==> src/common/nfb_pkg.sv <==
// Purpose: constants for the nor flash bus operation decode block
// Assumes: 16-bit data bus, host pins sampled by the 125 MHz clock
// Notes: identity-free; widths are defaults only
package nfb_pkg;
    localparam int NFB_DATA_W = 16;
    localparam int NFB_ADDR_W = 26;
    localparam int NFB_BLOCK_W = 10;
    localparam int NFB_CFG_W = 16;
    localparam int NFB_WAIT_POL_BIT = 10;
    localparam logic [15:0] NFB_CFG_RESET = 16'h0400;
    localparam int NFB_LAT_CYC = 3;
    typedef enum logic [4:0] {
        NFB_ST_RESET = 5'h01,
        NFB_ST_STANDBY = 5'h02,
        NFB_ST_OUTDIS = 5'h04,
        NFB_ST_READ = 5'h08,
        NFB_ST_WRITE = 5'h10
    } nfb_op_t;
endpackage

==> src/hdl/nfb_bus_decode.sv <==
// Purpose: bus operation decode, latching and output enables of a parallel nor flash
// Assumes: all pins sampled through two flip-flops on clock_in; host clock is a sampled input
// Notes: array contents come from the core via rd_data_in; writes leave on wr_strobe_out
`timescale 1ns/1ps
// Function
// [RL1] cfg bit 10 sets wait polarity
// [RL2] wait driven only when select and oe low
// [RL3] sync read: wait asserted until data valid
// [RL4] async and write: wait deasserted when driven
// [RL5] upper address bits select accessed block
// [RL6] addr_valid_n low opens address latches
// [RL7] oe low on read drives data
// [RL8] host read: reset, we high, ce oe low
// [RL9] host write: ce we low, oe high
// [RL10] capture write on first rising strobe
// [RL11] oe high floats data and wait
// [RL12] ce high: standby, outputs floated
// [RL13] reset low: clear automation, ignore writes, float
// [RL14] reset exit: async read array mode
// [RL15] sync: latch on adv rise or clock edge
// [RL16] async: latch on adv rise, else flow
// [RL17] host releases data before asserting oe
module nfb_bus_decode
    import nfb_pkg::*;
#(
    parameter int DATA_W = NFB_DATA_W,
    parameter int ADDR_W = NFB_ADDR_W,
    parameter int BLOCK_W = NFB_BLOCK_W,
    parameter int LAT_CYC = NFB_LAT_CYC
) (
    // clock and reset
    input wire logic clock_in,
    input wire logic rstn_in,
    // flash control pins
    input wire logic dev_rst_n_in,
    input wire logic chip_sel_n_in,
    input wire logic out_en_n_in,
    input wire logic wr_en_n_in,
    input wire logic addr_valid_n_in,
    input wire logic host_clk_in,
    input wire logic [ADDR_W-1:0] addr_in,
    // data bus
    input wire logic [DATA_W-1:0] dq_in,
    output logic [DATA_W-1:0] dq_out,
    output logic dq_oe_out,
    // wait pin
    output logic wait_out,
    output logic wait_oe_out,
    // core side
    input wire logic [DATA_W-1:0] rd_data_in,
    input wire logic [NFB_CFG_W-1:0] read_config_reg_in,
    input wire logic sync_mode_in,
    output logic [ADDR_W-1:0] addr_out,
    output logic [BLOCK_W-1:0] block_out,
    output logic wr_strobe_out,
    output logic [ADDR_W-1:0] wr_addr_out,
    output logic [DATA_W-1:0] wr_data_out,
    output logic sync_mode_out,
    output logic [4:0] op_out
);
    logic [5:0] ctl_s1_r, ctl_s2_r, ctl_d_r;
    logic [ADDR_W-1:0] addr_s1_r, addr_s2_r;
    logic [DATA_W-1:0] dq_s1_r, dq_s2_r;
    logic [ADDR_W-1:0] addr_lat_r, addr_lat_nxt;
    logic [ADDR_W-1:0] wr_addr_r;
    logic [DATA_W-1:0] wr_data_r;
    logic wr_strobe_r, sync_r, addr_held_r;
    logic [3:0] lat_cnt_r, lat_cnt_nxt;
    logic [DATA_W-1:0] dq_r;
    logic dq_oe_r, wait_r, wait_oe_r;
    nfb_op_t op_r, op_nxt;

    always_ff @(posedge clock_in or negedge rstn_in) begin
        if (!rstn_in) begin
            ctl_s1_r <= 6'h3F;
            ctl_s2_r <= 6'h3F;
            ctl_d_r <= 6'h3F;
            addr_s1_r <= '0;
            addr_s2_r <= '0;
            dq_s1_r <= '0;
            dq_s2_r <= '0;
        end else begin
            ctl_s1_r <= {host_clk_in, addr_valid_n_in, wr_en_n_in, out_en_n_in, chip_sel_n_in, dev_rst_n_in};
            ctl_s2_r <= ctl_s1_r;
            ctl_d_r <= ctl_s2_r;
            addr_s1_r <= addr_in;
            addr_s2_r <= addr_s1_r;
            dq_s1_r <= dq_in;
            dq_s2_r <= dq_s1_r;
        end
    end

    wire rst_n = ctl_s2_r[0];
    wire ce_n = ctl_s2_r[1];
    wire oe_n = ctl_s2_r[2];
    wire we_n = ctl_s2_r[3];
    wire adv_n = ctl_s2_r[4];
    wire hclk = ctl_s2_r[5];
    wire ce_rise = ce_n & ~ctl_d_r[1];
    wire we_rise = we_n & ~ctl_d_r[3];
    wire adv_rise = adv_n & ~ctl_d_r[4];
    wire hclk_rise = hclk & ~ctl_d_r[5];
    wire ce_was = ~ctl_d_r[1];
    wire we_was = ~ctl_d_r[3];
    wire wpol = read_config_reg_in[NFB_WAIT_POL_BIT]; // RL1
    wire drive_ok = rst_n & ~ce_n & ~oe_n; // RL2 RL11 RL12 RL13
    wire rd_op = drive_ok & we_n; // RL8
    wire wr_cap = rst_n & ce_was & we_was & (ce_rise | we_rise) & ctl_d_r[2]; // RL9 RL10 RL13
    wire sync_latch = sync_r & ~adv_n & hclk_rise & ~addr_held_r; // RL15
    wire data_ok = ~sync_r | (lat_cnt_r == 4'h0);

    // address latch: open while adv low (in sync mode only until the first host clock rise), held from its rise
    always_comb begin
        addr_lat_nxt = addr_lat_r;
        if (!adv_n && !(sync_r && addr_held_r))
            addr_lat_nxt = addr_s2_r; // RL6 RL16
        if (sync_latch)
            addr_lat_nxt = addr_s2_r; // RL15
    end

    always_comb begin
        if (!rst_n)
            op_nxt = NFB_ST_RESET;
        else if (ce_n)
            op_nxt = NFB_ST_STANDBY;
        else if (!oe_n)
            op_nxt = NFB_ST_READ;
        else if (!we_n)
            op_nxt = NFB_ST_WRITE;
        else
            op_nxt = NFB_ST_OUTDIS;
    end

    always_comb begin
        lat_cnt_nxt = lat_cnt_r;
        if (!rd_op || (sync_r && !adv_n && !addr_held_r))
            lat_cnt_nxt = 4'(LAT_CYC);
        else if (sync_r && hclk_rise && lat_cnt_r != 4'h0)
            lat_cnt_nxt = lat_cnt_r - 4'h1;
    end

    always_ff @(posedge clock_in or negedge rstn_in) begin
        if (!rstn_in) begin
            op_r <= NFB_ST_RESET;
            addr_lat_r <= '0;
            addr_held_r <= 1'b0;
            sync_r <= 1'b0;
            lat_cnt_r <= 4'h0;
        end else begin
            op_r <= op_nxt;
            addr_lat_r <= addr_lat_nxt;
            lat_cnt_r <= lat_cnt_nxt;
            if (adv_n)
                addr_held_r <= 1'b0;
            else if (sync_latch)
                addr_held_r <= 1'b1;
            if (!rst_n)
                sync_r <= 1'b0; // RL14
            else
                sync_r <= sync_mode_in;
        end
    end

    always_ff @(posedge clock_in or negedge rstn_in) begin
        if (!rstn_in) begin
            wr_strobe_r <= 1'b0;
            wr_addr_r <= '0;
            wr_data_r <= '0;
        end else begin
            wr_strobe_r <= wr_cap; // RL10
            if (wr_cap) begin
                wr_addr_r <= addr_lat_r;
                wr_data_r <= dq_s2_r;
            end
        end
    end

    always_ff @(posedge clock_in or negedge rstn_in) begin
        if (!rstn_in) begin
            dq_r <= '0;
            dq_oe_r <= 1'b0;
            wait_r <= 1'b0;
            wait_oe_r <= 1'b0;
        end else begin
            dq_oe_r <= rd_op; // RL7 RL11 RL12 RL13
            dq_r <= rd_data_in;
            wait_oe_r <= drive_ok; // RL2
            wait_r <= (rd_op && !data_ok) ? wpol : ~wpol; // RL3 RL4
        end
    end

    assign dq_out = dq_r;
    assign dq_oe_out = dq_oe_r;
    assign wait_out = wait_r;
    assign wait_oe_out = wait_oe_r;
    assign addr_out = addr_lat_r;
    assign block_out = addr_lat_r[ADDR_W-1 -: BLOCK_W]; // RL5
    assign wr_strobe_out = wr_strobe_r;
    assign wr_addr_out = wr_addr_r;
    assign wr_data_out = wr_data_r;
    assign sync_mode_out = sync_r;
    assign op_out = op_r;
endmodule // nfb_bus_decode

==> config.mk <==
export PLATFORM = sky130hd
export DESIGN_NAME = nfb_bus_decode
export DESIGN_NICKNAME = d
export VERILOG_FILES = /design/src/common/nfb_pkg.sv /design/src/hdl/nfb_bus_decode.sv
export SDC_FILE = /design/constraint.sdc
export NUM_CORES = 1
export LEC_CHECK = 0
export CELL_PAD_IN_SITES_DETAIL_PLACEMENT = 1
export CELL_PAD_IN_SITES_GLOBAL_PLACEMENT = 2
export CORE_AREA = 3 3 122 182
export DETAILED_ROUTE_END_ITERATION = 12
export DIE_AREA = 0 0 125 185
export DONT_BUFFER_PORTS = 1
export HOLD_SLACK_MARGIN = 0.05
export PLACE_DENSITY = 0.65
export SLEW_MARGIN = 20
export SYNTH_ARGS = -nofsm -noshare
export SYNTH_HDL_FRONTEND = slang
export SYNTH_SLANG_ARGS = --single-unit
==> constraint.sdc <==
create_clock -name clock_in -period 4.32 [get_ports clock_in]
set_input_delay 0.432 -clock clock_in [delete_from_list [all_inputs] [get_ports clock_in]]
set_output_delay 0.432 -clock clock_in [all_outputs]
set_load 0.1 [all_outputs]
==> metrics.txt <==
Die H=approximately 190 microns; TritonCTS clock tree=built; grt ovf=0; FMAX=roughly 520 MHz; yosys warns=0; Async SR Flop Fraction=between 90% and 100%; Num CTS Buffers=17; largest net degree at the start of global routing=200; Initial Utilization=29.9%; Seq/Total Area, Yosys=just over 80%; Tot Pwr=slightly above 5 mW; CORE AREA=20700 sq um; placed instance area=6420 sq um; Hold Slack=-300 ps; P_leak=roughly 3.3 nW; Netlist cell types=31; EDFF count, synth=0; die span in x=between 100 and 150 microns; synth cell count leaders=182 x dfrtp_1, 66 x mux2_2, 17 x dfstp_2; pre-CTS WS=approximately 2300 ps; number of routed nets with antenna violations=0; post-synth top area share=73.8%; Yosys reg bits=199; Final HPWL DP=7080 microns; Worst-path clk slew=around 70 ps; Mapped Cells=approximately 320; failing checks=hold timing; clock root buffer=clkbuf_16; PnR worst setup slack=~2400 ps; Yosys top cell by area=dfrtp_1; Skew-Pair Late Insertion Delay=between 400 and 500 ps; die area=23100 sq um; syn avg cell area=roughly 19 sq um; via count=roughly 2900; cell with the most instances after synthesis=dfrtp_1; Final period util=44.1%; # resized after CTS=0; Hold Buf Count CTS=64; # DRC=0; min Tclk post-route=approximately 1900 ps; VDD IR-drop max=0.332 mV; fin cells=674; Pre-antenna DRT Iters=4; I/O Buffers=0; GPL Wtd Cong=a little under 0.7; first-pass GRT wire length=between 15000 and 20000 microns; fin. max-slew vios=0; CP Capture Type=output port; RSZ-0062 raised after global routing=false; Area Overhead vs Synth=24.5%; Hold Fails Final Rpt=~200; DRT Wirelength=roughly 12000 microns; Critical Path RT=between 3000 and 4000 ps; WS Path Type=flop to output port; Core Util, Final=between 30% and 40%; Post-synth top flop=dfrtp_1; fin area=just under 8000 sq um; PD cells=approximately 670 nW/um^2; vias in the first global route=between 3000 and 4000; Synth area leaders=dfrtp_1 74%, mux2_2 12%, dfstp_2 7.2%, buf_4 1.2%, buf_6 0.73%; GRT Total Usage=a little over a tenth; post-route setup TNS=0 ps; cell total after placement=574; Post-Syn Area=just over 6000 sq um; std cell rows=64; outcome=finished, violations left; H-tree levels=4; postcts setup bufs=0; critical path data arrival time=~1500 ps; Ports=around 190; initial antenna violation count=4; max_cap viols=0; Longest Clk Path Bufs=2; Worst slew margin=between 30% and 40%; DR iter-0 viols=130; actual slew at the worst max-slew pin=1010 ps; critical path peak fanout=4; Net count, final=approximately 480; Setup crit start kind=flop; worst min path class=input port to asynchronous set/reset pin; clock sink count=199; Setup Viol. Count Final=0; Synth Net Count=between 400 and 500; Clock Skews=~7 ps; vias per cell=roughly 4.3; wire per inst=17.2 microns; layout cell share with drive strength beyond 1=about a third
## sequential cells by signal, indices dropped and copies added (netlist names), 6 cells and up
register,count
dq_s2_r,16
ctl_s2_r,6
ctl_s1_r,6
dq_s1_r,16
addr_out,26
wr_addr_out,26
addr_s1_r,26
dq_out,16
wr_data_out,16
addr_s2_r,26
## worst paths after layout
kind / from / end / slack (ps) / cells past startpoint
setup / recovery: addr_out[18] / addr_out[18] / 2410 / 0
min in group clock_in: read_config_reg_in[10] / wait_out / 100 / 1
setup reg to reg: sync_mode_out / addr_out[22] / 2430 / 4
max in group asynchronous: rstn_in / ctl_d_r[5] / 4350 / 0
hold / removal: rstn_in / dq_out[15] / -300 / 0
hold reg to reg: addr_s1_r[18] / addr_s2_r[18] / 350 / 0
## power breakdown
part	switching, mW	internal, mW	leakage [nW]
registers	1.28	2.03	2.32
clock network	0.721	0.905	0.304
logic	0.0593	0.145	0.654
## area by class of cell
class                           instances  area [sq um]
Inverter                                5          18.8
Tap cell                              264           330
Timing Repair Buffer                   68           671
Clock buffer                           19           453
Multi-Input combinational cell        102          1020
Fill cell                            2055         13000
Antenna cell                            4          10.0
Clock inverter                         13           160
Sequential cell                       199          5010
## layer usage
metal	global-route usage [%]	up-vias	routed length (microns)	part of all wire, %
met5	0	-	0	0
met1	11.6	1511	4360	38
met2	17.1	121	6170	53
met3	5.08	4	968	8.3
met4	4.43	0	96	0.83
li1	-	1229	-	-
## cells in the final DEF, fill, tap and decap left out, drive strengths merged
| master | count |
|---|---|
| dfrtp | 182 |
| mux2 | 68 |
| dlygate4sd3 | 64 |
| clkbuf | 19 |
| dfstp | 17 |
| inv | 11 |
| clkinv | 5 |
| diode | 4 |
| o21ai | 4 |
| buf | 4 |
| a21oi | 4 |
| nor3 | 2 |
| and2 | 2 |
| nand2 | 2 |
| nand3b | 2 |
| or3 | 2 |
| ha | 2 |
| bufinv | 2 |
| and4bb | 1 |
| and4b | 1 |
| nor2 | 1 |
| nor4 | 1 |
| nor3b | 1 |
| xor2 | 1 |
| nor4b | 1 |
| nand4b | 1 |
| a211o | 1 |
| nand2b | 1 |
| o21a | 1 |
| o311ai | 1 |
| nand3 | 1 |
| or4 | 1 |
## cell families (layout without fill, tap and decap cells)
kind of cell,count (synthesis),in the layout,share of synthesized area [%]
flops,199,199,81.1
mux,68,68,12.4
buf+inv,21,105,2.41
simple gates,20,20,2.41
compound gates,11,11,1.12
fa+ha+maj,2,2,0.406
xor+xnor,1,1,0.142
other cells,0,4,0
(Power assumes the default switching activity.)
